===== src/rtl/mcp_pkg.sv =====
// Package of offsets, field positions and timing for the monitor control pin logic.
package mcp_pkg;
   // ---------------------------------------------------------------------
   // Register indices and byte addresses
   // ---------------------------------------------------------------------
   localparam logic [7:0]  CFG_IDX        = 8'h40;  // Configuration register index.
   localparam logic [7:0]  CFG2_IDX       = 8'h46;  // Second configuration register index.
   localparam logic [11:0] CFG_ADDR       = {2'h0, CFG_IDX, 2'h0};
   localparam logic [11:0] CFG2_ADDR      = {2'h0, CFG2_IDX, 2'h0};
   localparam logic [11:0] STATUS_ADDR    = 12'h000;
   localparam logic [11:0] MASK_ADDR      = 12'h004;
   localparam logic [11:0] PINSTATE_ADDR  = 12'h008;

   // ---------------------------------------------------------------------
   // Field positions
   // ---------------------------------------------------------------------
   localparam int CFG_THERMAL_ALERT_PIN_IN_BIT  = 0;  // 1: thermal pin is a fan-control input.
   localparam int CFG_IRQ_EN_BIT    = 1;
   localparam int CFG_RST_PULSE_BIT = 4;
   localparam int CFG_INTR_CLR_BIT  = 6;
   localparam int CFG2_INTR_CLR_BIT = 7;
   localparam int ST_INTRUSION      = 0;
   localparam int ST_FAN_REQ        = 1;
   localparam int ST_TEMP           = 2;
   localparam int ST_RST_DONE       = 3;
   localparam int ST_CLR_DONE       = 4;
   localparam int ST_W              = 5;
   localparam logic [7:0]      CFG_RESET    = 8'h00;
   localparam logic [ST_W-1:0] MASK_RESET   = 5'h00;

   // ---------------------------------------------------------------------
   // Timing
   // ---------------------------------------------------------------------
   localparam int CLK_KHZ        = 100_000;
   localparam int INTR_CLR_MS    = 20;
   localparam int RST_PULSE_MS   = 45;
   localparam int INTR_CLR_CYC   = INTR_CLR_MS * CLK_KHZ;
   localparam int RST_PULSE_CYC  = RST_PULSE_MS * CLK_KHZ;

   // AXI response codes.
   localparam logic [1:0] RESP_OKAY   = 2'h0;
   localparam logic [1:0] RESP_SLVERR = 2'h2;
endpackage : mcp_pkg


===== src/rtl/mcp_top.sv =====
// Control pin logic of a system hardware monitor with an AXI4-Lite register slave.
// Function
// - Three-level strap sets two low address bits.
// - Test mode turns strap pin into result output.
// - Thermal pin: temperature alert output or fan input.
// - Config bit pulses intrusion line low 20 ms.
// - Interrupt pin enabled by config bit, off after reset.
// - Test select high enters test mode, else analog.
// - Config bit drives reset pin low 45 ms.
// - External low on reset pin resets device.
// - External reset restores every register default.
// - Each status bit individually maskable from interrupt.
//
// Local design decisions: the AXI4-Lite register port and the register addresses.
`timescale 1ns/1ps
module mcp_top #(
   parameter int INTR_CLR_CYCLES  = mcp_pkg::INTR_CLR_CYC,
   parameter int RST_PULSE_CYCLES = mcp_pkg::RST_PULSE_CYC
) (
   input  wire logic        CLK,
   input  wire logic        RST,
   input  wire logic [11:0] S_AXI_AWADDR,
   input  wire logic        S_AXI_AWVALID,
   output logic             S_AXI_AWREADY,
   input  wire logic [31:0] S_AXI_WDATA,
   input  wire logic [3:0]  S_AXI_WSTRB,
   input  wire logic        S_AXI_WVALID,
   output logic             S_AXI_WREADY,
   output logic [1:0]       S_AXI_BRESP,
   output logic             S_AXI_BVALID,
   input  wire logic        S_AXI_BREADY,
   input  wire logic [11:0] S_AXI_ARADDR,
   input  wire logic        S_AXI_ARVALID,
   output logic             S_AXI_ARREADY,
   output logic [31:0]      S_AXI_RDATA,
   output logic [1:0]       S_AXI_RRESP,
   output logic             S_AXI_RVALID,
   input  wire logic        S_AXI_RREADY,
   input  wire logic        ADDRESS_STRAP_PIN_I,
   input  wire logic        ADDRESS_STRAP_OPEN,
   output logic             ADDRESS_STRAP_PIN_O,
   output logic             ADDRESS_STRAP_PIN_OE,
   input  wire logic        TEST_CHAIN_RESULT,
   output logic [1:0]       SLAVE_ADDR_LSB,
   input  wire logic        TEST_SELECT_PIN,
   output logic             TEST_MODE,
   output logic             ANALOG_OUT_EN,
   input  wire logic        THERMAL_ALERT_PIN_I,
   output logic             THERMAL_ALERT_PIN_O,
   output logic             THERMAL_ALERT_PIN_OE,
   output logic             FAN_FULL_SPEED,
   input  wire logic        TEMP_EVENT,
   input  wire logic        INTRUSION_LATCH_LINE_I,
   output logic             INTRUSION_LATCH_LINE_O,
   output logic             INTRUSION_LATCH_LINE_OE,
   input  wire logic        RESET_PIN_I,
   output logic             RESET_PIN_O,
   output logic             RESET_PIN_OE,
   output logic             INT_PIN_O,
   output logic             INT_PIN_OE,
   output logic             IRQ
);
   import mcp_pkg::*;

   // ---------------------------------------------------------------------
   // Reset combining
   // ---------------------------------------------------------------------
   logic                rst_oe_reg;
   logic                clr_oe_reg;
   logic [31:0]         rst_cnt_reg;
   logic [31:0]         clr_cnt_reg;
   logic                strap_done_reg;
   logic [7:0]          cfg_reg;
   logic [7:0]          cfg2_reg;
   logic [ST_W-1:0]     status_reg;
   logic [ST_W-1:0]     mask_reg;
   logic [1:0]          addr_lsb_reg;

   // A low pin is a reset only while we are not driving it ourselves.
   wire ext_rst = !RESET_PIN_I && !rst_oe_reg;
   wire srst    = RST || ext_rst;

   // ---------------------------------------------------------------------
   // AXI4-Lite write path
   // ---------------------------------------------------------------------
   logic                aw_held_reg;
   logic                w_held_reg;
   logic [11:0]         awaddr_reg;
   logic [31:0]         wdata_reg;
   logic [3:0]          wstrb_reg;
   logic                bvalid_reg;
   logic [1:0]          bresp_reg;

   // Address and data are latched independently; the write lands when both are held.
   assign S_AXI_AWREADY = !aw_held_reg && !bvalid_reg;
   assign S_AXI_WREADY  = !w_held_reg && !bvalid_reg;
   wire   wr_go         = aw_held_reg && w_held_reg;
   wire   wr_cfg        = wr_go && awaddr_reg == CFG_ADDR && wstrb_reg[0];
   wire   wr_cfg2       = wr_go && awaddr_reg == CFG2_ADDR && wstrb_reg[0];
   wire   wr_stat       = wr_go && awaddr_reg == STATUS_ADDR && wstrb_reg[0];
   wire   wr_mask       = wr_go && awaddr_reg == MASK_ADDR && wstrb_reg[0];
   wire   wr_known      = awaddr_reg == CFG_ADDR || awaddr_reg == CFG2_ADDR ||
                          awaddr_reg == STATUS_ADDR || awaddr_reg == MASK_ADDR;

   // Write channel handshake and response.
   always_ff @(posedge CLK) begin
      if (srst) begin
         aw_held_reg <= 1'b0;
         w_held_reg  <= 1'b0;
         bvalid_reg  <= 1'b0;
         bresp_reg   <= RESP_OKAY;
         awaddr_reg  <= 12'h000;
         wdata_reg   <= 32'h0000_0000;
         wstrb_reg   <= 4'h0;
      end else begin
         if (S_AXI_AWVALID && S_AXI_AWREADY) begin
            aw_held_reg <= 1'b1;
            awaddr_reg  <= S_AXI_AWADDR;
         end
         if (S_AXI_WVALID && S_AXI_WREADY) begin
            w_held_reg <= 1'b1;
            wdata_reg  <= S_AXI_WDATA;
            wstrb_reg  <= S_AXI_WSTRB;
         end
         if (wr_go) begin
            aw_held_reg <= 1'b0;
            w_held_reg  <= 1'b0;
            bvalid_reg  <= 1'b1;
            bresp_reg   <= wr_known ? RESP_OKAY : RESP_SLVERR;
         end else if (bvalid_reg && S_AXI_BREADY) begin
            bvalid_reg <= 1'b0;
         end
      end
   end
   assign S_AXI_BVALID = bvalid_reg;
   assign S_AXI_BRESP  = bresp_reg;

   // ---------------------------------------------------------------------
   // AXI4-Lite read path
   // ---------------------------------------------------------------------
   logic                rvalid_reg;
   logic [31:0]         rdata_reg;
   logic [1:0]          rresp_reg;
   logic [31:0]         rd_word;
   logic                rd_known;

   assign S_AXI_ARREADY = !rvalid_reg;

   // Read multiplexer; unmapped addresses answer zero with an error.
   always_comb begin
      rd_word  = 32'h0000_0000;
      rd_known = 1'b1;
      case (S_AXI_ARADDR)
         CFG_ADDR:      rd_word = {24'h0, cfg_reg};
         CFG2_ADDR:     rd_word = {24'h0, cfg2_reg};
         STATUS_ADDR:   rd_word = {27'h0, status_reg};
         MASK_ADDR:     rd_word = {27'h0, mask_reg};
         PINSTATE_ADDR: rd_word = {24'h0, RESET_PIN_OE, INTRUSION_LATCH_LINE_OE,
                                   INTRUSION_LATCH_LINE_I, THERMAL_ALERT_PIN_I,
                                   TEST_MODE, IRQ, addr_lsb_reg};
         default:       rd_known = 1'b0;
      endcase
   end

   // Read answer register, one cycle after the address is taken.
   always_ff @(posedge CLK) begin
      if (srst) begin
         rvalid_reg <= 1'b0;
         rdata_reg  <= 32'h0000_0000;
         rresp_reg  <= RESP_OKAY;
      end else if (S_AXI_ARVALID && S_AXI_ARREADY) begin
         rvalid_reg <= 1'b1;
         rdata_reg  <= rd_word;
         rresp_reg  <= rd_known ? RESP_OKAY : RESP_SLVERR;
      end else if (rvalid_reg && S_AXI_RREADY) begin
         rvalid_reg <= 1'b0;
      end
   end
   assign S_AXI_RVALID = rvalid_reg;
   assign S_AXI_RDATA  = rdata_reg;
   assign S_AXI_RRESP  = rresp_reg;

   // ---------------------------------------------------------------------
   // Configuration, pulse requests and timers
   // ---------------------------------------------------------------------
   wire rst_req   = cfg_reg[CFG_RST_PULSE_BIT];
   wire clr_req   = cfg_reg[CFG_INTR_CLR_BIT] || cfg2_reg[CFG2_INTR_CLR_BIT];
   wire rst_end   = rst_oe_reg && rst_cnt_reg == 32'(RST_PULSE_CYCLES - 1);
   wire clr_end   = clr_oe_reg && clr_cnt_reg == 32'(INTR_CLR_CYCLES - 1);

   // Configuration registers; request bits drop when their pulse ends.
   always_ff @(posedge CLK) begin
      if (srst) begin
         cfg_reg  <= CFG_RESET;
         cfg2_reg <= CFG_RESET;
      end else begin
         if (wr_cfg) cfg_reg <= wdata_reg[7:0];
         else if (rst_end) cfg_reg[CFG_RST_PULSE_BIT] <= 1'b0;
         if (!wr_cfg && clr_end) cfg_reg[CFG_INTR_CLR_BIT] <= 1'b0;
         if (wr_cfg2) cfg2_reg <= wdata_reg[7:0];
         else if (clr_end) cfg2_reg[CFG2_INTR_CLR_BIT] <= 1'b0;
      end
   end

   // Reset pin pulse timer: low for the full count, then released.
   always_ff @(posedge CLK) begin
      if (RST) begin
         rst_oe_reg  <= 1'b0;
         rst_cnt_reg <= 32'h0000_0000;
      end else if (rst_oe_reg) begin
         rst_oe_reg  <= !rst_end;
         rst_cnt_reg <= rst_end ? 32'h0000_0000 : rst_cnt_reg + 32'h1;
      end else if (rst_req && !ext_rst) begin
         rst_oe_reg <= 1'b1;
      end
   end

   // Intrusion latch clear timer.
   always_ff @(posedge CLK) begin
      if (srst) begin
         clr_oe_reg  <= 1'b0;
         clr_cnt_reg <= 32'h0000_0000;
      end else if (clr_oe_reg) begin
         clr_oe_reg  <= !clr_end;
         clr_cnt_reg <= clr_end ? 32'h0000_0000 : clr_cnt_reg + 32'h1;
      end else if (clr_req) begin
         clr_oe_reg <= 1'b1;
      end
   end
   assign RESET_PIN_O            = 1'b0;
   assign RESET_PIN_OE           = rst_oe_reg;
   assign INTRUSION_LATCH_LINE_O  = 1'b0;
   assign INTRUSION_LATCH_LINE_OE = clr_oe_reg;

   // ---------------------------------------------------------------------
   // Status, mask and interrupt
   // ---------------------------------------------------------------------
   wire             thermal_alert_pin_in = cfg_reg[CFG_THERMAL_ALERT_PIN_IN_BIT];
   wire [ST_W-1:0]  ev;
   assign ev[ST_INTRUSION] = INTRUSION_LATCH_LINE_I && !clr_oe_reg;
   assign ev[ST_FAN_REQ]   = thermal_alert_pin_in && !THERMAL_ALERT_PIN_I;
   assign ev[ST_TEMP]      = TEMP_EVENT;
   assign ev[ST_RST_DONE]  = 1'b0;
   assign ev[ST_CLR_DONE]  = clr_end;
   wire [ST_W-1:0]  w1c    = wr_stat ? wdata_reg[ST_W-1:0] : '0;

   // Sticky status: a new event wins over a clear in the same cycle.
   always_ff @(posedge CLK) begin
      if (srst) begin
         status_reg <= '0;
         mask_reg   <= MASK_RESET;
      end else begin
         status_reg <= (status_reg & ~w1c) | ev;
         if (wr_mask) mask_reg <= wdata_reg[ST_W-1:0];
      end
   end
   assign IRQ        = |(status_reg & mask_reg);
   assign INT_PIN_O  = 1'b0;
   assign INT_PIN_OE = IRQ && cfg_reg[CFG_IRQ_EN_BIT];

   // ---------------------------------------------------------------------
   // Thermal pin, strap and test mode
   // ---------------------------------------------------------------------
   // Output mode reports unmasked temperature alerts only.
   assign THERMAL_ALERT_PIN_O  = 1'b0;
   assign THERMAL_ALERT_PIN_OE = !thermal_alert_pin_in && status_reg[ST_TEMP] &&
                                 mask_reg[ST_TEMP];
   assign FAN_FULL_SPEED       = ev[ST_FAN_REQ];

   wire [1:0] strap_dec = ADDRESS_STRAP_OPEN ? 2'h1 :
                          (ADDRESS_STRAP_PIN_I ? 2'h2 : 2'h0);

   // The strap is sampled once after reset release, outside test mode.
   always_ff @(posedge CLK) begin
      if (srst) begin
         strap_done_reg <= 1'b0;
         addr_lsb_reg   <= 2'h0;
      end else if (!strap_done_reg && !TEST_SELECT_PIN) begin
         strap_done_reg <= 1'b1;
         addr_lsb_reg   <= strap_dec;
      end
   end
   assign SLAVE_ADDR_LSB       = addr_lsb_reg;
   assign TEST_MODE            = TEST_SELECT_PIN;
   assign ANALOG_OUT_EN        = !TEST_SELECT_PIN;
   assign ADDRESS_STRAP_PIN_O  = TEST_CHAIN_RESULT;
   assign ADDRESS_STRAP_PIN_OE = TEST_SELECT_PIN;

   // ---------------------------------------------------------------------
   // Assertions
   // ---------------------------------------------------------------------
   irq_pin_gate_a: assert property (@(posedge CLK) disable iff (srst)
      INT_PIN_OE |-> cfg_reg[CFG_IRQ_EN_BIT] && |(status_reg & mask_reg))
      else $error("Interrupt pin active while disabled or masked.");
   irq_after_rst_a: assert property (@(posedge CLK) $fell(srst) |-> !INT_PIN_OE)
      else $error("Interrupt pin active right after reset.");
   mask_blocks_a: assert property (@(posedge CLK) disable iff (srst)
      (mask_reg == '0) |-> !IRQ)
      else $error("Interrupt raised with all sources masked.");
   rst_len_a: assert property (@(posedge CLK) disable iff (RST)
      $fell(rst_oe_reg) |-> $past(rst_cnt_reg) == 32'(RST_PULSE_CYCLES - 1))
      else $error("Reset pin pulse ended early.");
   clr_len_a: assert property (@(posedge CLK) disable iff (srst)
      $fell(clr_oe_reg) |-> $past(clr_cnt_reg) == 32'(INTR_CLR_CYCLES - 1))
      else $error("Intrusion clear pulse ended early.");
   clr_self_a: assert property (@(posedge CLK) disable iff (srst)
      clr_end && !wr_cfg && !wr_cfg2 |=> !clr_req)
      else $error("Intrusion clear request stayed set after its pulse.");
   clr_start_a: assert property (@(posedge CLK) disable iff (srst)
      clr_req && !clr_oe_reg |=> clr_oe_reg)
      else $error("Intrusion clear pulse did not start.");
   strap_out_a: assert property (@(posedge CLK) disable iff (RST)
      TEST_SELECT_PIN |-> ADDRESS_STRAP_PIN_OE && !ANALOG_OUT_EN)
      else $error("Strap pin not driven in test mode.");
   sticky_a: assert property (@(posedge CLK) disable iff (srst)
      ev[ST_INTRUSION] |=> status_reg[ST_INTRUSION])
      else $error("Intrusion event lost.");
   thermal_alert_pin_out_a: assert property (@(posedge CLK) disable iff (srst)
      thermal_alert_pin_in |-> !THERMAL_ALERT_PIN_OE)
      else $error("Thermal pin driven while in input mode.");
   cov_rst_pulse: cover property (@(posedge CLK) $fell(rst_oe_reg));
   cov_clr_pulse: cover property (@(posedge CLK) $fell(clr_oe_reg));
   cov_irq_pin:   cover property (@(posedge CLK) $rose(INT_PIN_OE));
   cov_ext_rst:   cover property (@(posedge CLK) $rose(ext_rst));
endmodule : mcp_top


===== config.mk =====
export PLATFORM = sky130hd
export DESIGN_NAME = mcp_top
export DESIGN_NICKNAME = d
export VERILOG_FILES = /design/src/rtl/mcp_pkg.sv /design/src/rtl/mcp_top.sv
export SDC_FILE = /design/constraint.sdc
export NUM_CORES = 1
export LEC_CHECK = 0
export BUFFER_PORTS_ARGS = -buffer_cell sky130_fd_sc_hd__buf_2
export CAP_MARGIN = 15
export CORE_ASPECT_RATIO = 0.7
export CORE_MARGIN = 1
export CORE_UTILIZATION = 56
export CTS_BUF_LIST = sky130_fd_sc_hd__clkbuf_4 sky130_fd_sc_hd__clkbuf_8
export DETAILED_ROUTE_END_ITERATION = 7
export PLACE_DENSITY = 0.81
export SLEW_MARGIN = 20
export SYNTH_ARGS = -nofsm -noshare
export SYNTH_HDL_FRONTEND = slang
export SYNTH_SLANG_ARGS = --single-unit

===== constraint.sdc =====
create_clock -name CLK -period 2.8 [get_ports CLK]
set_clock_uncertainty 0.1 [all_clocks]
set_input_delay 0.56 -clock CLK [delete_from_list [all_inputs] [get_ports CLK]]
set_output_delay 0.56 -clock CLK [all_outputs]
set_load 0.02 [all_outputs]

==> qor.csv, run 1 <==
metric,value,unit
P_leak,2.518,nW
headroom to the max-slew limit,0.4287,
Tmin final,2.497,ns
Fmax,400.6,MHz
Area Growth Syn to Fin,12.34,%
per-cell routed wire length,14.75,µm
Ys Warns,0,
Total Wirelength,13.62,mm
count of cell types in the netlist,53,
dpl cells,891,
pre-CTS setup slack,0.3644,ns
HP Class,input pin to flip-flop,
share of cells above drive strength 1,0.1542,
# diodes,0,
Initial Utilization,0.5786,
cell chain of the critical path,ha_1 -> nand3_2 -> or2_2 -> or4_1 -> nand2_4 -> nor2_1,
CTS tree,done,
Commonest cells post-synth,"dfxtp_1 (130), nand2_1 (95), nor2_1 (95), a21oi_1 (56), buf_4 (34)",
final hold vios,0,
global-route wire length before repair,22.26,mm
RR Endpoint,clr_cnt_reg[24],
"count leader, synth",dfxtp_1,
worst reg-to-reg path cell count,6,
drt drc,5,
final core occ,0.6500,
failing checks,DRC,
#FFs+latches synth,130,
Reg-to-Reg Start,clr_cnt_reg[0],
Initial DRC Count,387,
Die Wd,125.6,µm
final net count,855,
Critical Path RT,3.03,ns
clock sinks,130,
Max IR drop VDD,327.7,µV
power per cell area,564.8,nW/µm²
CTS buffer count,17,
maximum clock path buffer count,2,
initial antenna violation count,0,
synth top area cells,"dfxtp_1 (43%), nand2_1 (6.0%), nor2_1 (6.0%), a21oi_1 (4.7%), xnor2_1 (4.4%)",
critical path type,flip-flop to flip-flop,
final setup margin,0.3035,ns
clock transition at the registers of the reported paths,0.08,ns
Non-Filler Instances,923,
syn avg cell area,8.404,µm²
GPL Wtd Cong,0.8741,
unrepaired setup endpoints after global routing,false,
area of the core,10360,µm²
Syn Inst Count,713,
sequential cell area fraction in the yosys report,0.4343,
cell area after synthesis,5992,µm²
GRT overflow,0,
crit path to,clr_cnt_reg[24],
"slowest stage delay, CP",0.74,ns
worst-path fanout max,30,
setup repair bufs after CTS,0,
status,"complete, but fails checks",
largest net degree at the start of global routing,32,
Setup crit start,clr_cnt_reg[0],
"EDFF count, synth",0,
cell type contributing the most total cell area after synthesis,dfxtp_1,
gr usage total,0.2552,
Die H,88.55,µm
measured slew at the worst slew-check pin,0.8459,ns
CP max-delay cell,or4_1,
Synth async-reset ratio,0,
Worst setup EP type,flip-flop,
I/O pins,132,
"Cell Area, Placed",6299,µm²
WP data arrival,2.73,ns
H-Tree Depth,4,
ys flop type,dfxtp_1,
Port Buf Inserts,72,
area of the die,11120,µm²
Core Rows,31,
Post-CTS Resized,0,
clk_lat worst skew,0.45,ns
CTS Hold Buffers Added,0,
Setup Total Neg Slack,0,ns
fin. max-slew vios,0,
Final Cell Area,6731,µm²
setup violators final,0,
via count,5186,
vias per cell,5.619,
vias in the first global route,4816,
root buf cell,clkbuf_8,
Final period util,0.8916,
total of max-cap violations,0,
dpl hpwl,9.568,mm
Fillers,877,
Startpoint Class,flip-flop,
post-route ant nets,0,
r2r setup slk,0.30,ns
Pre-antenna DRT Iters,8,
Synth top area share,0.4343,
==> report_power, final <==
group | total [mW] | internal [mW] | switching [mW]
Sequential | 1.88 | 1.87 | 0.0183
Clock | 1.72 | 0.942 | 0.776
Combinational | 0.200 | 0.0597 | 0.140
Total | 3.80 | 2.87 | 0.934
==> cell type report <==
cell class	instances	area, µm²	area share
timing repair buffer	79	425.4	0.06320
multi-input combinational	537	3057	0.4541
inverter	13	48.80	0.007249
tap	132	165.2	0.02454
sequential	130	2603	0.3866
clock inverter	13	171.4	0.02546
clock buffer	19	261.5	0.03885
==> how the worst min path moves through the flow <==
stage / startpoint / endpoint / slack [ns] / depth (start not counted)
final: S_AXI_WDATA[5] / wdata_reg[5] / 0.24 / 3
after floorplan: status_reg[3] / status_reg[3] / 0.32 / 2
after global routing: S_AXI_WDATA[4] / wdata_reg[4] / 0.23 / 3
after global placement: status_reg[3] / status_reg[3] / 0.34 / 2
after detailed placement: awaddr_reg[9] / awaddr_reg[9] / 0.35 / 2
after CTS: S_AXI_AWADDR[1] / awaddr_reg[1] / 0.22 / 3
==> logic make-up (layout without fill, tap and decap cells) <==
logic type      Yosys count  count (layout)  synth area share
simple gates            337             337            0.2836
flops                   130             130            0.4343
compound gates           96              96           0.09460
buf+inv                  75             124           0.07371
xor+xnor                 54              54           0.07893
mux                      18              18           0.03007
fa+ha+maj                 2               2          0.004176
other cells               1              30         0.0006258
==> per-layer routing <==
metal / global-route usage / part of all wire
met3: 0.06288 / 0.055
met5: 0 / 0
met1: 0.3246 / 0.46
met2: 0.4187 / 0.46
met4: 0.1131 / 0.026
==> through the flow <==
stage,hold slack (ns),power [mW]
2_1_floorplan,0.3244,2.093
3_3_place_gp,0.3357,2.117
3_5_place_dp,0.3462,2.123
4_1_cts,0.2230,3.814
5_1_grt,0.2335,3.928
6_report,0.2402,3.802
==> critical path, delay by kind of cell (launching register included) <==
| kind | cells | cell delay [ns] |
|---|---|---|
| DFF | 1 | 0.37 |
| and+or+nand+nor | 5 | 1.69 |
| adders and majority gates | 1 | 0.21 |
==> cells in the final DEF, fill, tap and decap left out, types with 18 or more instances in the layout <==
cell type / netlist / layout
a21oi_1: 56 / 56
buf_2: 8 / 72
clkbuf_8: 0 / 19
conb_1: 1 / 30
dfxtp_1: 130 / 130
mux2i_1: 18 / 18
nand2_1: 95 / 95
nand3_1: 23 / 23
nand4_1: 24 / 24
nor2_1: 95 / 95
xnor2_1: 30 / 30
xor2_1: 24 / 24
Note: power is estimated with default switching activity, not from simulation.
==> run 2, diff against run 1 <==
--- a/config.mk
+++ b/config.mk
@@ -13,6 +13,7 @@
 export CTS_BUF_LIST = sky130_fd_sc_hd__clkbuf_4 sky130_fd_sc_hd__clkbuf_8
 export DETAILED_ROUTE_END_ITERATION = 7
 export PLACE_DENSITY = 0.81
+export REMOVE_ABC_BUFFERS = 1
 export SLEW_MARGIN = 20
 export SYNTH_ARGS = -nofsm -noshare
 export SYNTH_HDL_FRONTEND = slang
==> qor.csv, run 2 (synthesis gave the netlist of run 1 again) <==
metric,value,unit,change
WP data arrival,2.80,ns,+0.07 ns
Die Wd,125.6,µm,unchanged
post-route ant nets,0,,unchanged
CTS tree,done,,
CTS buffer count,17,,unchanged
Critical Path RT,3.07,ns,+0.04 ns
Worst setup EP type,flip-flop,,
Hold Crit Start,S_AXI_AWADDR[10],,
CTS Hold Buffers Added,0,,unchanged
vias per cell,5.705,,+1.5%
HP Class,input pin to flip-flop,,
sequential share of power,0.483,,-0.013
Non-Filler Instances,928,,+0.54%
r2r setup slk,0.27,ns,-0.04 ns
worst reg-to-reg path cell count,5,,-1
Sw Ratio,0.2250,,-0.02072
Core Rows,31,,unchanged
power consumption,3.900,mW,+2.6%
# diodes,0,,unchanged
Setup Total Neg Slack,0,ns,unchanged
area of the core,10360,µm²,unchanged
"commonest non-fill, non-tap cells in the layout","dfxtp_1 (130), nor2_1 (95), nand2_1 (95)",,
GRT overflow,0,,unchanged
Fmax,394.7,MHz,-1.5%
Hold Path Stages,3,,unchanged
final core occ,0.6551,,+0.005074
vias in the first global route,4750,,-1.4%
Tmin final,2.533,ns,+0.03687 ns
Total Wirelength,14.16,mm,+4.0%
dpl cells,896,,+0.56%
H-Tree Depth,4,,unchanged
final hold vios,0,,unchanged
area of the die,11120,µm²,unchanged
combinational share of power,0.052,,about the same
Hold EP,awaddr_reg[10],,
Startpoint Class,flip-flop,,
Die H,88.55,µm,unchanged
gr usage total,0.2669,,+0.01169
Area Growth Syn to Fin,13.22,%,
RR Endpoint,clr_cnt_reg[29],,
Post-CTS Resized,0,,unchanged
measured slew at the worst slew-check pin,1.123,ns,+0.2775 ns
failing checks,DRC,,
"commonest non-fill, non-tap cell in the layout",dfxtp_1,,
global-route wire length before repair,23.11,mm,+3.8%
Max IR drop VDD,366.2,µV,+12%
final net count,860,,+0.58%
critical path type,flip-flop to flip-flop,,
root buf cell,clkbuf_8,,
fin. max-slew vios,0,,unchanged
headroom to the max-slew limit,0.2412,,-0.1875
per-cell routed wire length,15.26,µm,+3.4%
Clk pwr share,0.465,,+0.013
power per cell area,574.9,nW/µm²,+1.8%
clock sinks,130,,unchanged
Pre-antenna DRT Iters,8,,unchanged
drt drc,6,,+1
Reg-to-Reg Start,INTRUSION_LATCH_LINE_OE,,
Switch Pwr,877.7,µW,-6.1%
dpl hpwl,10.11,mm,+5.7%
total of max-cap violations,0,,unchanged
P_leak,2.560,nW,+1.6%
unrepaired setup endpoints after global routing,false,,
initial antenna violation count,0,,unchanged
Internal,3.023,mW,+5.4%
GPL Wtd Cong,0.8279,,-5.3%
via count,5294,,+2.1%
setup repair bufs after CTS,0,,unchanged
status,"complete, but fails checks",,
Initial Utilization,0.5786,,unchanged
Fillers,837,,-4.6%
I/O pins,132,,unchanged
share of cells above drive strength 1,0.1595,,+0.005313
worst-path fanout max,13,,-57%
maximum clock path buffer count,2,,unchanged
Initial DRC Count,448,,+16%
setup violators final,0,,unchanged
clk_lat worst skew,0.45,ns,about the same
Port Buf Inserts,72,,unchanged
largest net degree at the start of global routing,31,,-3.1%
clock transition at the registers of the reported paths,0.07,ns,about the same
Final period util,0.9048,,+0.01317
run 2: per-stage QoR:
stage / hold WS, ns / setup WS [ns] / cell area (µm²)
finish: 0.2401 / 0.2666 / 6784
detailed placement: 0.3446 / 0.2387 / 6324
floorplan: 0.3244 / 0.5679 / 5708
global placement: 0.3352 / 0.3388 / 6324
CTS: 0.2282 / 0.3183 / 6784
global route: 0.2382 / 0.1107 / 6784
run 2: worst max path at each step:
stage               slack (ns)                    start                 endpoint
global route              0.11  INTRUSION_LATCH_LINE_OE          clr_cnt_reg[29]
floorplan                 0.57  INTRUSION_LATCH_LINE_OE  INTRUSION_LATCH_LINE_OE
finish                    0.27  INTRUSION_LATCH_LINE_OE          clr_cnt_reg[29]
CTS                       0.32  INTRUSION_LATCH_LINE_OE          clr_cnt_reg[29]
detailed placement        0.24          S_AXI_ARADDR[2]           S_AXI_RDATA[5]
global placement          0.34          S_AXI_ARADDR[2]           S_AXI_RDATA[5]
run 2: metal layers:
layer,vias to the layer above,wire length (µm),track usage,share of wire
met2,249,6393,0.4303,0.45
li1,2555,-,-,-
met1,2456,6387,0.3543,0.45
met5,-,0,0,0
met3,34,1112,0.06046,0.079
met4,0,263,0.1009,0.019
run 2: final cells by class:
cell class,count,area [µm²],area share
multi-input cells,537,3057,0.4506
clock buffers,24,311.5,0.04592
clock inverters,8,148.9,0.02195
well taps,132,165.2,0.02435
inverters,13,48.80,0.007193
repair buffers,84,450.4,0.06640
flip-flops and latches,130,2603,0.3836
run 2: power groups by stage:
stage	Sequential (mW)	Combinational, mW	Clock (mW)
3_3_place_gp	1.92	0.193	0
6_report	1.88	0.201	1.81
4_1_cts	1.88	0.200	1.83
3_5_place_dp	1.93	0.199	0
5_1_grt	1.89	0.220	1.92
2_1_floorplan	1.93	0.114	0
run 2: worst max-delay path, cell delays in order (launching register included):
cell	delay [ns]
dfxtp_1	0.54
nand4_1	0.25
nor3_1	0.35
nand4_1	0.45
or4_1	0.58
a21oi_1	0.18
